<file path="config.mk">
export PLATFORM = sky130hd
export DESIGN_NAME = iol_top
export DESIGN_NICKNAME = d
export VERILOG_FILES = /design/src/rtl/iol_pkg.sv /design/src/rtl/iol_top.sv
export VERILOG_INCLUDE_DIRS = /design/src /design/src/rtl
export SDC_FILE = /design/constraint.sdc
export NUM_CORES = 1
export LEC_CHECK = 0
export ABC_AREA = 1
export BUFFER_PORTS_ARGS = -buffer_cell sky130_fd_sc_hd__buf_2
export CORE_AREA = 2 2 318 320
export CTS_CLUSTER_DIAMETER = 100
export DETAILED_ROUTE_END_ITERATION = 10
export DIE_AREA = 0 0 320 322
export SKIP_LAST_GASP = 1
export SYNTH_ARGS = -nofsm -noshare
export SYNTH_HDL_FRONTEND = slang
export SYNTH_SLANG_ARGS = --single-unit
export TNS_END_PERCENT = 50
</file>
<file path="constraint.sdc">
create_clock -name core_clk -period 2.06 [get_ports core_clk]
set_clock_uncertainty 0.05 [all_clocks]
set_input_delay 0.206 -clock core_clk [delete_from_list [all_inputs] [get_ports core_clk]]
set_output_delay 0.206 -clock core_clk [all_outputs]
set_load 0.02 [all_outputs]
</file>
<file path="src/rtl/iol_map.svh">
// register offsets, reset values and sizes of the io line output block
`ifndef IOL_MAP_SVH
`define IOL_MAP_SVH
`define IOL_NLINES 32
// byte offsets on the register bus, one aligned word each
`define IOL_OFF_OWN_CLAIM 8'h00
`define IOL_OFF_OWN_RELEASE 8'h04
`define IOL_OFF_OWN_STATE 8'h08
`define IOL_OFF_DRIVE_ON 8'h10
`define IOL_OFF_DRIVE_OFF 8'h14
`define IOL_OFF_DRIVE_STATE 8'h18
`define IOL_OFF_LEVEL_HIGH 8'h30
`define IOL_OFF_LEVEL_LOW 8'h34
`define IOL_OFF_LEVEL_VALUE 8'h38
`define IOL_OFF_PIN_LEVEL 8'h3C
`define IOL_OFF_OD_ON 8'h50
`define IOL_OFF_OD_OFF 8'h54
`define IOL_OFF_OD_STATE 8'h58
`define IOL_OFF_PU_OFF 8'h60
`define IOL_OFF_PU_ON 8'h64
`define IOL_OFF_PU_STATE 8'h68
`define IOL_OFF_SEL_LOW 8'h70
`define IOL_OFF_SEL_HIGH 8'h74
`define IOL_OFF_PD_OFF 8'h90
`define IOL_OFF_PD_ON 8'h94
`define IOL_OFF_PD_STATE 8'h98
`define IOL_OFF_MASK_ON 8'hA0
`define IOL_OFF_MASK_OFF 8'hA4
`define IOL_OFF_MASK_STATE 8'hA8
// reset values
`define IOL_RST_PULLUP 32'h0000_0000
`define IOL_RST_PULLDOWN 32'hFFFF_FFFF
`define IOL_RST_ZERO 32'h0000_0000
`define IOL_RST_ONES 32'hFFFF_FFFF
`endif

</file>
<file path="src/rtl/iol_pkg.sv">
// types shared by the io line output block
`default_nettype none
package iol_pkg;
`include "iol_map.svh"
  typedef logic [`IOL_NLINES-1:0] iol_word_t;
  typedef struct packed {
    logic [7:0] address;
    logic read;
    logic write;
    logic [3:0] byteenable;
    logic [31:0] writedata;
  } iol_avm_req_t;
  typedef struct packed {
    logic [31:0] readdata;
    logic waitrequest;
  } iol_avm_rsp_t;
  typedef struct packed {
    iol_word_t out;
    iol_word_t oe;
  } iol_periph_drv_t;
  typedef struct packed {
    iol_word_t a;
    iol_word_t b;
    iol_word_t c;
    iol_word_t d;
  } iol_periph_in_t;
  typedef struct packed {
    iol_word_t out;
    iol_word_t oe_n;
    iol_word_t pu_en;
    iol_word_t pd_en;
  } iol_pad_drv_t;
  typedef struct packed {
    iol_word_t own;
    iol_word_t sel_lo;
    iol_word_t sel_hi;
    iol_word_t drive;
    iol_word_t level;
    iol_word_t mask;
    iol_word_t pu;
    iol_word_t pd;
    iol_word_t md;
    iol_word_t sync1;
    iol_word_t sync2;
    iol_word_t pin_level;
    logic waitreq;
    logic [31:0] rdata;
    iol_pad_drv_t pad;
    iol_periph_in_t fan;
  } iol_state_t;
endpackage
`default_nettype wire

</file>
<file path="src/rtl/iol_top.sv">
// io line control: pulls, peripheral muxing, output drive and open drain
//
// Functional notes
// - pull-up off write sets status, on clears
// - pull-down status, zero means active
// - pull-down enable ignored while pull-up on
// - pull-up enable ignored while pull-down on
// - pull-up works for any line owner
// - reset: pull-ups on, pull-downs off
// - ownership set by claim, cleared by release
// - unmuxed lines ignore ownership writes, read one
// - ownership reset value is a parameter
// - select code picks peripheral a to d
// - pin input reaches all four peripherals
// - selects reset zero, write regardless of owner
// - released line drives from selected peripheral
// - drive status set and cleared by writes
// - level set and clear registers change output
// - drive and level update while peripheral owns
// - direct level write touches masked bits only
// - mask set and cleared, resets zero
// - open drain drives low only
// - open drain set and clear, resets zero
// - writes work while line clock gated
`timescale 1ns/1ps
`default_nettype none
`include "iol_map.svh"

module iol_top import iol_pkg::*; #(
  parameter iol_word_t MUX_PRESENT = `IOL_RST_ONES,
  parameter iol_word_t OWN_RESET = `IOL_RST_ONES
) (
  // clock and reset
  input wire logic core_clk,
  input wire logic arst_n,
  // avalon register slave
  input wire iol_avm_req_t avm_req,
  output var iol_avm_rsp_t avm_rsp,
  // controller clock gate for pin sampling
  input wire logic line_clk_en,
  // pads
  input wire iol_word_t pad_in,
  output var iol_pad_drv_t pad_drv,
  // peripheral functions a..d
  input wire iol_periph_drv_t [3:0] periph_drv,
  output var iol_periph_in_t periph_in
);

  ////////////////////////////////////////////////////////////////////////////
  // helpers

  // byte enables widened to a bit mask
  function automatic logic [31:0] be_mask(input logic [3:0] be);
    logic [31:0] m;
    m = 32'h0000_0000;
    for (int b = 0; b < 4; b++) begin
      m[b*8 +: 8] = {8{be[b]}};
    end
    return m;
  endfunction

  // replace only the bits chosen by m
  function automatic iol_word_t merge(input iol_word_t cur, input iol_word_t nw,
                                      input iol_word_t m);
    return (cur & ~m) | (nw & m);
  endfunction

  // reset image: constants and parameters only
  localparam iol_state_t RST_ST = '{
    own: OWN_RESET,
    sel_lo: `IOL_RST_ZERO,
    sel_hi: `IOL_RST_ZERO,
    drive: `IOL_RST_ZERO,
    level: `IOL_RST_ZERO,
    mask: `IOL_RST_ZERO,
    pu: `IOL_RST_PULLUP,
    pd: `IOL_RST_PULLDOWN,
    md: `IOL_RST_ZERO,
    sync1: `IOL_RST_ZERO,
    sync2: `IOL_RST_ZERO,
    pin_level: `IOL_RST_ZERO,
    waitreq: 1'b1,
    rdata: 32'h0000_0000,
    pad: '{out: `IOL_RST_ZERO, oe_n: `IOL_RST_ONES,
           pu_en: ~`IOL_RST_PULLUP, pd_en: ~`IOL_RST_PULLDOWN},
    fan: '{a: `IOL_RST_ZERO, b: `IOL_RST_ZERO, c: `IOL_RST_ZERO, d: `IOL_RST_ZERO}
  };

  iol_state_t st_reg;
  iol_state_t st_next;
  logic bus_busy;
  logic accept;
  logic wr_fire;
  logic [31:0] bm;
  iol_word_t wd;
  iol_word_t own_eff;
  iol_word_t lvl_w;
  iol_word_t en_w;
  logic [31:0] rd_word;
  logic [1:0] sel_i;

  ////////////////////////////////////////////////////////////////////////////
  // bus handshake: request seen, one wait cycle, then answer

  // waitrequest drops for exactly one cycle after a request is first seen
  assign bus_busy = avm_req.read | avm_req.write;
  assign accept = bus_busy & st_reg.waitreq;
  assign wr_fire = avm_req.write & ~st_reg.waitreq;
  assign bm = be_mask(avm_req.byteenable);
  assign wd = avm_req.writedata & bm;
  // lines without a peripheral always report controller ownership
  assign own_eff = st_reg.own | ~MUX_PRESENT;

  // read mux, write-only and unmapped offsets answer zero
  always_comb begin
    case (avm_req.address)
      `IOL_OFF_OWN_STATE: rd_word = own_eff;
      `IOL_OFF_DRIVE_STATE: rd_word = st_reg.drive;
      `IOL_OFF_LEVEL_VALUE: rd_word = st_reg.level;
      `IOL_OFF_PIN_LEVEL: rd_word = st_reg.pin_level;
      `IOL_OFF_OD_STATE: rd_word = st_reg.md;
      `IOL_OFF_PU_STATE: rd_word = st_reg.pu;
      `IOL_OFF_SEL_LOW: rd_word = st_reg.sel_lo;
      `IOL_OFF_SEL_HIGH: rd_word = st_reg.sel_hi;
      `IOL_OFF_PD_STATE: rd_word = st_reg.pd;
      `IOL_OFF_MASK_STATE: rd_word = st_reg.mask;
      default: rd_word = 32'h0000_0000;
    endcase
  end

  ////////////////////////////////////////////////////////////////////////////
  // pin mux per line, from current state

  // owner and select decide level and enable before open drain shaping
  always_comb begin
    lvl_w = '0;
    en_w = '0;
    sel_i = 2'b00;
    for (int i = 0; i < `IOL_NLINES; i++) begin
      sel_i = {st_reg.sel_hi[i], st_reg.sel_lo[i]};
      if (own_eff[i]) begin
        lvl_w[i] = st_reg.level[i];
        en_w[i] = st_reg.drive[i];
      end else begin
        lvl_w[i] = periph_drv[sel_i].out[i];
        en_w[i] = periph_drv[sel_i].oe[i];
      end
    end
  end

  ////////////////////////////////////////////////////////////////////////////
  // next state

  always_comb begin
    st_next = st_reg;
    // answer timing
    st_next.waitreq = ~accept;
    if (accept && avm_req.read) begin
      st_next.rdata = rd_word;
    end
    // register writes, not gated by line_clk_en; zero bits never act on set and clear offsets, but do on level value and select writes
    if (wr_fire) begin
      case (avm_req.address)
        `IOL_OFF_OWN_CLAIM: st_next.own = st_reg.own | (wd & MUX_PRESENT);
        `IOL_OFF_OWN_RELEASE: st_next.own = st_reg.own & ~(wd & MUX_PRESENT);
        // drive and level are kept whoever owns the line
        `IOL_OFF_DRIVE_ON: st_next.drive = st_reg.drive | wd;
        `IOL_OFF_DRIVE_OFF: st_next.drive = st_reg.drive & ~wd;
        `IOL_OFF_LEVEL_HIGH: st_next.level = st_reg.level | wd;
        `IOL_OFF_LEVEL_LOW: st_next.level = st_reg.level & ~wd;
        `IOL_OFF_LEVEL_VALUE: st_next.level = merge(st_reg.level, avm_req.writedata,
                                                    st_reg.mask & bm);
        `IOL_OFF_MASK_ON: st_next.mask = st_reg.mask | wd;
        `IOL_OFF_MASK_OFF: st_next.mask = st_reg.mask & ~wd;
        `IOL_OFF_OD_ON: st_next.md = st_reg.md | wd;
        `IOL_OFF_OD_OFF: st_next.md = st_reg.md & ~wd;
        // pulls: enabling one is dropped on lines where the other is on
        `IOL_OFF_PU_OFF: st_next.pu = st_reg.pu | wd;
        `IOL_OFF_PU_ON: st_next.pu = st_reg.pu & ~(wd & st_reg.pd);
        `IOL_OFF_PD_OFF: st_next.pd = st_reg.pd | wd;
        `IOL_OFF_PD_ON: st_next.pd = st_reg.pd & ~(wd & st_reg.pu);
        // selects are written whatever the owner
        `IOL_OFF_SEL_LOW: st_next.sel_lo = merge(st_reg.sel_lo, avm_req.writedata, bm);
        `IOL_OFF_SEL_HIGH: st_next.sel_hi = merge(st_reg.sel_hi, avm_req.writedata, bm);
        default: ;
      endcase
    end
    // pin input: two stages, then sampled only while the line clock runs
    st_next.sync1 = pad_in;
    st_next.sync2 = st_reg.sync1;
    if (line_clk_en) begin
      st_next.pin_level = st_reg.sync2;
    end
    // peripheral inputs see the pin whatever the select
    st_next.fan = '{a: st_reg.sync2, b: st_reg.sync2,
                    c: st_reg.sync2, d: st_reg.sync2};
    // open drain: drive only a low level, release for a high one
    st_next.pad.out = lvl_w & ~st_reg.md;
    st_next.pad.oe_n = ~(en_w & ~(st_reg.md & lvl_w));
    // pulls act on the pad for every owner
    st_next.pad.pu_en = ~st_reg.pu;
    st_next.pad.pd_en = ~st_reg.pd;
  end

  // single state register
  always_ff @(posedge core_clk or negedge arst_n) begin
    if (!arst_n) begin
      st_reg <= RST_ST;
    end else begin
      st_reg <= st_next;
    end
  end

  // outputs straight from the state register
  assign avm_rsp = '{readdata: st_reg.rdata, waitrequest: st_reg.waitreq};
  assign pad_drv = st_reg.pad;
  assign periph_in = st_reg.fan;

  ////////////////////////////////////////////////////////////////////////////
  // checks

  iol_word_t pu_q;
  iol_word_t pd_q;
  iol_word_t own_q;
  iol_word_t level_q;
  iol_word_t mask_q;
  iol_word_t md_q;
  iol_word_t drive_q;
  iol_word_t pad_out_q;
  iol_word_t pad_oen_q;
  iol_word_t pad_pu_q;
  logic [7:0] addr_q;
  logic wr_pu_on;
  logic wr_pd_on;
  logic wr_pu_off;
  assign pu_q = st_reg.pu;
  assign pd_q = st_reg.pd;
  assign own_q = st_reg.own;
  assign level_q = st_reg.level;
  assign mask_q = st_reg.mask;
  assign md_q = st_reg.md;
  assign drive_q = st_reg.drive;
  assign pad_out_q = st_reg.pad.out;
  assign pad_oen_q = st_reg.pad.oe_n;
  assign pad_pu_q = st_reg.pad.pu_en;
  assign addr_q = avm_req.address;
  assign wr_pu_on = wr_fire && (addr_q == `IOL_OFF_PU_ON);
  assign wr_pd_on = wr_fire && (addr_q == `IOL_OFF_PD_ON);
  assign wr_pu_off = wr_fire && (addr_q == `IOL_OFF_PU_OFF);
endmodule
`default_nettype wire

</file>
==> results.sh, run 1 <==
export IMPL_yosysUniqueCellTypes=26
export IMPL_layout_drive_gt1_share_pct=24.1
export IMPL_cp_top_family="buffers and inverters"
export IMPL_cp_required_ns=2.56
export IMPL_finalHoldViolCount=0
export IMPL_cap_violations=0
export IMPL_cpMaxStageDelayCell="dlygate4sd3_1"
export IMPL_power_total_mw=27.3
export IMPL_rsz0062_at_grt="true"
export IMPL_cts_buffer_depth=3
export IMPL_critPathMaxStageDelay_ns=0.58
export IMPL_clockRootBuffer="clkbuf_16"
export IMPL_critPathLaunchType="primary input"
export IMPL_fin_crit_ns=1.93
export IMPL_grt_max_degree=101
export IMPL_synth_commonest_cells="nand2_1 (850), nand3_1 (450), dfrtp_1 (448)"
export IMPL_synth_nets=4084
export IMPL_viasPerCell=4.85
export IMPL_cp_cell_sequence="dlygate4sd3_1 -> buf_2 -> nor2_1 -> dlygate4sd3_1 -> inv_1 -> nand3_4 -> inv_2 -> buf_4 -> nand2_1 -> nand2_1"
export IMPL_clk_pin_slew_ns=0.06
export IMPL_synthTopCellsByArea="dfrtp_1 (38%), dfstp_2 (11%), nand2_1 (11%), nand3_1 (7.6%), buf_4 (7.4%)"
export IMPL_synth_ff_type="dfrtp_1"
export IMPL_status="completed"
export IMPL_ys_seq_area_share_pct=49.3
export IMPL_cts_tree="done"
export IMPL_antenna_found_initial=6
export IMPL_drt_iter0_markers=2295
export IMPL_powerDensity_mw_per_mm2=733
export IMPL_worst_hold_path_type="in2reg"
export IMPL_period_share_pct=93.4
export IMPL_finalNetCount=4627
export IMPL_grt_pass1_vias=26000
export IMPL_drtAntennaViolNets=0
export IMPL_synth_cells=3747
export IMPL_synth_most_common_cell="nand2_1"
export IMPL_fp_dieArea_mm2=0.103
export IMPL_start_util_pct=29.7
export IMPL_wl_per_cell_um=19.8
export IMPL_port_buffers=625
export IMPL_synth_seq_cells=577
export IMPL_yosys_warnings=0
export IMPL_die_height_um=322
export IMPL_synth_avg_cell_area_um2=7.90
export IMPL_async_reset_ff_share_pct=100
export IMPL_die_w_um=320
export IMPL_grt_first_pass_wirelength_mm=165
export IMPL_dr_pass1_iters=5
export IMPL_area_delta_synth_final_pct=25.7
export IMPL_hpwl_mm=78.7
export IMPL_insertion_delay_ns=0.61
export IMPL_synth_top_area_cell="dfrtp_1"
export IMPL_synth_top_area_share_pct=37.9
export IMPL_critical_path_buf_inv_count=6
export IMPL_route_detailed_drc=0
export IMPL_cp_arrival_ns=2.43
export IMPL_setup_tns_ns=0
export IMPL_tightest_slew_ns=1.02
export IMPL_slew_headroom_pct=32.2
export IMPL_slew_violations=0
export IMPL_grt_usage_pct=21.2
export IMPL_rows=116
export IMPL_cts_buffers=68
export IMPL_place_ws_ns=-0.107
export IMPL_coreArea_mm2=0.0996
export IMPL_whs_ns=0.0363
export IMPL_num_vias=27400
export IMPL_critPathKind="in2reg"
export IMPL_wl_mm=112
export IMPL_gp_congestion=0.889
export IMPL_cp_end_kind="register"
export IMPL_h_tree_depth=3
export IMPL_setup_violations=0
export IMPL_fmax_mhz=519
export IMPL_synth_area_mm2=0.0296
export IMPL_ios=626
export IMPL_peakVddDrop_mv=0.452
export IMPL_fin_ws_ns=0.135
export IMPL_post_route_util_pct=37.4
export IMPL_cp_max_fo=15
export IMPL_power_leakage_nw=17.3
export IMPL_clock_sinks=577
export IMPL_grt_overflow=0
export IMPL_synth_edf_count=0
-- power by group --
group	switching, mW	internal [mW]	leakage [nW]
Sequential	0.348	11.7	6.97
Combinational	1.54	0.953	9.19
Clock	5.11	7.62	1.14
Total	7.00	20.3	17.3
-- cell type report --
class                      count  area, um2
fill                       10200      62400
sequential                   577      14600
multi-input combinational   2358      10900
timing repair buffer         919       6360
clock buffer                  99       1980
tap                         1298       1620
inverter                     366       1380
clock inverter                25        353
antenna                        4       10.0
-- worst paths after layout --
kind	slack [ns]	cells after the start	end	from
min in group asynchronous	0.19	2	asynchronous set/reset pin	arst_n
worst max-delay path	0.13	10	avm_rsp[10]$_DFFE_PN0P_	avm_req[36]
worst min-delay path	0.04	6	pad_oen_q[4]$_DFF_PN1_	periph_drv[4]
worst max register to register	0.17	9	pd_q[19]$_DFFE_PN1P_	avm_rsp[0]$_DFF_PN1_
max in group asynchronous	1.19	4	pad_oen_q[10]$_DFF_PN1_	arst_n
worst min register to register	0.29	0	st_next[24]$_DFF_PN0_	st_next[345]$_DFF_PN0_
-- metal layers --
layer | GRT usage [%] | up-vias | share of wire, %
met5 | 0 | - | 0.039
met4 | 6.77 | 6 | 2.9
met3 | 3.29 | 178 | 6.9
met2 | 34.6 | 1086 | 47
met1 | 28.8 | 13100 | 43
li1 | - | 13000 | -
-- cells by family (layout without fill, tap and decap cells) --
kind of cell | Yosys count | after routing | synth area share, %
flip-flops | 577 | 577 | 49.3
other | 0 | 4 | 0
AND/OR/NAND/NOR | 1653 | 1653 | 23.2
AO/OA/AOI/OAI | 673 | 673 | 11.9
buffers and inverters | 812 | 1409 | 14.3
multiplexers | 32 | 32 | 1.22
-- stage by stage --
stage	instances	area, um2
2_1_floorplan	3747	29600
3_3_place_gp	5335	33000
6_report	5646	37200
3_5_place_dp	5335	33000
4_1_cts	5642	37200
5_1_grt	5643	37200
-- worst min-delay path, stage by stage --
cell	delay, ns
buf_2	0.08
nor2_1	0.03
nor2_1	0.09
o21ai_0	0.09
a21oi_1	0.11
o21ai_0	0.09
-- repair_timing --
action,in CTS,in global routing
setup endpoints to repair,0,2
hold endpoints to repair,595,0
hold buffers,183,0
gates resized for setup,0,1
setup buffers,0,0
-- cells in the final DEF, fill, tap and decap left out, types with 2 or more instances in the layout --
master         instances
nand2_1              848
buf_2                624
nand3_1              449
dfrtp_1              447
o21ai_0              374
inv_1                328
nor2_1               323
dlygate4sd3_1        182
dfstp_2              129
o21ai_1              106
a21oi_1               96
clkbuf_16             69
buf_4                 67
a31oi_1               64
buf_12                45
o211ai_1              33
clkinv_1              32
mux2_2                32
nor2_4                16
clkbuf_1              16
clkbuf_8              14
nand2_2                8
clkinv_2               8
bufinv_16              7
inv_6                  6
inv_2                  5
diode_2                4
nor3_4                 3
and2_2                 2
clkinvlp_4             2
Power figures use the tool's default switching activity.
==> run 2: changes to the inputs <==
- RECOVER_POWER: unset -> 100
==> results.sh, run 2 (synthesis gave the netlist of run 1 again) <==
export IMPL_worst_hold_path_type="in2reg"
export IMPL_power_total_mw=27.2
export IMPL_cp_required_ns=2.57
export IMPL_clk_pin_slew_ns=0.06
export IMPL_die_height_um=322
export IMPL_powerDensity_mw_per_mm2=742
export IMPL_layout_drive_gt1_share_pct=16.2
export IMPL_grt_pass1_vias=26000
export IMPL_period_share_pct=92.8
export IMPL_wl_mm=112
export IMPL_mostFrequentLayoutCell="nand2_1"
export IMPL_start_util_pct=29.7
export IMPL_cp_arrival_ns=2.42
export IMPL_coreArea_mm2=0.0996
export IMPL_setup_tns_ns=0
export IMPL_fp_dieArea_mm2=0.103
export IMPL_min_from="periph_drv[4]"
export IMPL_num_vias=27300
export IMPL_port_buffers=625
export IMPL_regArea_mm2=0.0146
export IMPL_fmax_mhz=523
export IMPL_slew_headroom_pct=11.5
export IMPL_power_leakage_nw=16.4
export IMPL_cp_cell_sequence="dlygate4sd3_1 -> buf_2 -> nor2_1 -> dlygate4sd3_1 -> inv_1 -> nand3_4 -> inv_2 -> buf_4 -> nand2_1 -> nand2_1"
export IMPL_finalHoldViolCount=0
export IMPL_peakVddDrop_mv=0.450
export IMPL_cp_end_kind="register"
export IMPL_post_route_util_pct=36.7
export IMPL_die_w_um=320
export IMPL_r2r_end="pd_q[19]$_DFFE_PN1P_"
export IMPL_viasPerCell=4.84
export IMPL_rows=116
export IMPL_status="completed"
export IMPL_cts_buffers=68
export IMPL_fillerInstances=10400
export IMPL_insertion_delay_ns=0.61
export IMPL_postCtsSetupBuffers=0
export IMPL_cts_buffer_depth=3
export IMPL_rsz0062_at_grt="true"
export IMPL_hpwl_mm=78.7
export IMPL_wl_per_cell_um=19.8
export IMPL_ios=626
export IMPL_route_detailed_drc=0
export IMPL_fin_area_mm2=0.0366
export IMPL_r2r_start="avm_rsp[0]$_DFF_PN1_"
export IMPL_cp_max_fo=15
export IMPL_grt_max_degree=101
export IMPL_antenna_found_initial=6
export IMPL_cpMaxStageDelayCell="dlygate4sd3_1"
export IMPL_setup_violations=0
export IMPL_critPathKind="in2reg"
export IMPL_cts_tree="done"
export IMPL_fin_crit_ns=1.91
export IMPL_gp_congestion=0.889
export IMPL_clockRootBuffer="clkbuf_16"
export IMPL_final_cells=5647
export IMPL_area_delta_synth_final_pct=23.5
export IMPL_grt_first_pass_wirelength_mm=165
export IMPL_whs_ns=0.0321
export IMPL_reg2reg_slack_ns=0.16
export IMPL_worstRegToRegCells=9
export IMPL_place_ws_ns=-0.107
export IMPL_critPathLaunchType="primary input"
export IMPL_tightest_slew_ns=1.33
export IMPL_clock_sinks=577
export IMPL_drtAntennaViolNets=0
export IMPL_grt_usage_pct=21.2
export IMPL_critPathMaxStageDelay_ns=0.58
export IMPL_h_tree_depth=3
export IMPL_worst_hold_path_endpoint="pad_oen_q[4]$_DFF_PN1_"
export IMPL_holdPathStages=6
export IMPL_drt_iter0_markers=2272
export IMPL_placed_cells=5335
export IMPL_dr_pass1_iters=6
export IMPL_slew_violations=0
export IMPL_grt_overflow=0
export IMPL_cap_violations=0
export IMPL_multi_input_area_mm2=0.0109
export IMPL_finalNetCount=4627
export IMPL_fin_ws_ns=0.147
export IMPL_dpl_instance_area_mm2=0.0330
export IMPL_final_cell_mix="nand2_1 (848), nand3_1 (449), dfrtp_1 (447), o21ai_0 (394)"
==> run 2: area by class of cell <==
| type | instances | share of cell area, % |
|---|---|---|
| repair buffers | 919 | 15.7 |
| diodes | 5 | 0.0342 |
| clock inverters | 25 | 0.965 |
| flip-flops and latches | 577 | 39.9 |
| clock buffers | 99 | 5.41 |
| multi-input cells | 2358 | 29.8 |
| well taps | 1298 | 4.44 |
| inverters | 366 | 3.76 |
==> run 2: worst max-delay path: cells and delay by family <==
family | cells | cell delay [ns]
buffers and inverters | 6 | 1.80
and+or+nand+nor | 4 | 0.39
==> run 2: worst max-delay path by stage <==
stage	startpoint	to	slack, ns	depth (start not counted)
final	avm_req[36]	avm_rsp[10]$_DFFE_PN0P_	0.15	10
after floorplan	avm_rsp[0]$_DFF_PN1_	register	0.50	7
after global routing	avm_rsp[0]$_DFF_PN1_	pd_q[25]$_DFFE_PN1P_	-0.001	9
after detailed placement	avm_req[45]	level_q[17]$_DFFE_PN0P_	-0.11	10
after CTS	avm_rsp[0]$_DFF_PN1_	pd_q[19]$_DFFE_PN1P_	0.16	9
after global placement	avm_req[45]	level_q[28]$_DFFE_PN0P_	-0.08	10
==> run 2: timing repair <==
| item | in CTS | in global routing |
|---|---|---|
| gates resized for setup | 0 | 1 |
| hold buffers | 183 | 0 |
| endpoints found under the setup margin | 0 | 2 |
| endpoints found under the hold margin | 595 | 0 |
==> run 2: report_power, final <==
group          internal [mW]  switching (mW)  total (mW)
clock network           7.61            5.10        12.7
logic                  0.848            1.53        2.38
registers               11.7           0.356        12.1
total                   20.2            6.99        27.2
==> run 2: metal layers <==
metal | GRT usage [%] | wire length, um | part of all wire [%]
met3 | 3.29 | 7800 | 7.0
met5 | 0 | 44 | 0.039
met2 | 34.6 | 52400 | 47
met1 | 28.8 | 48500 | 43
met4 | 6.77 | 3260 | 2.9
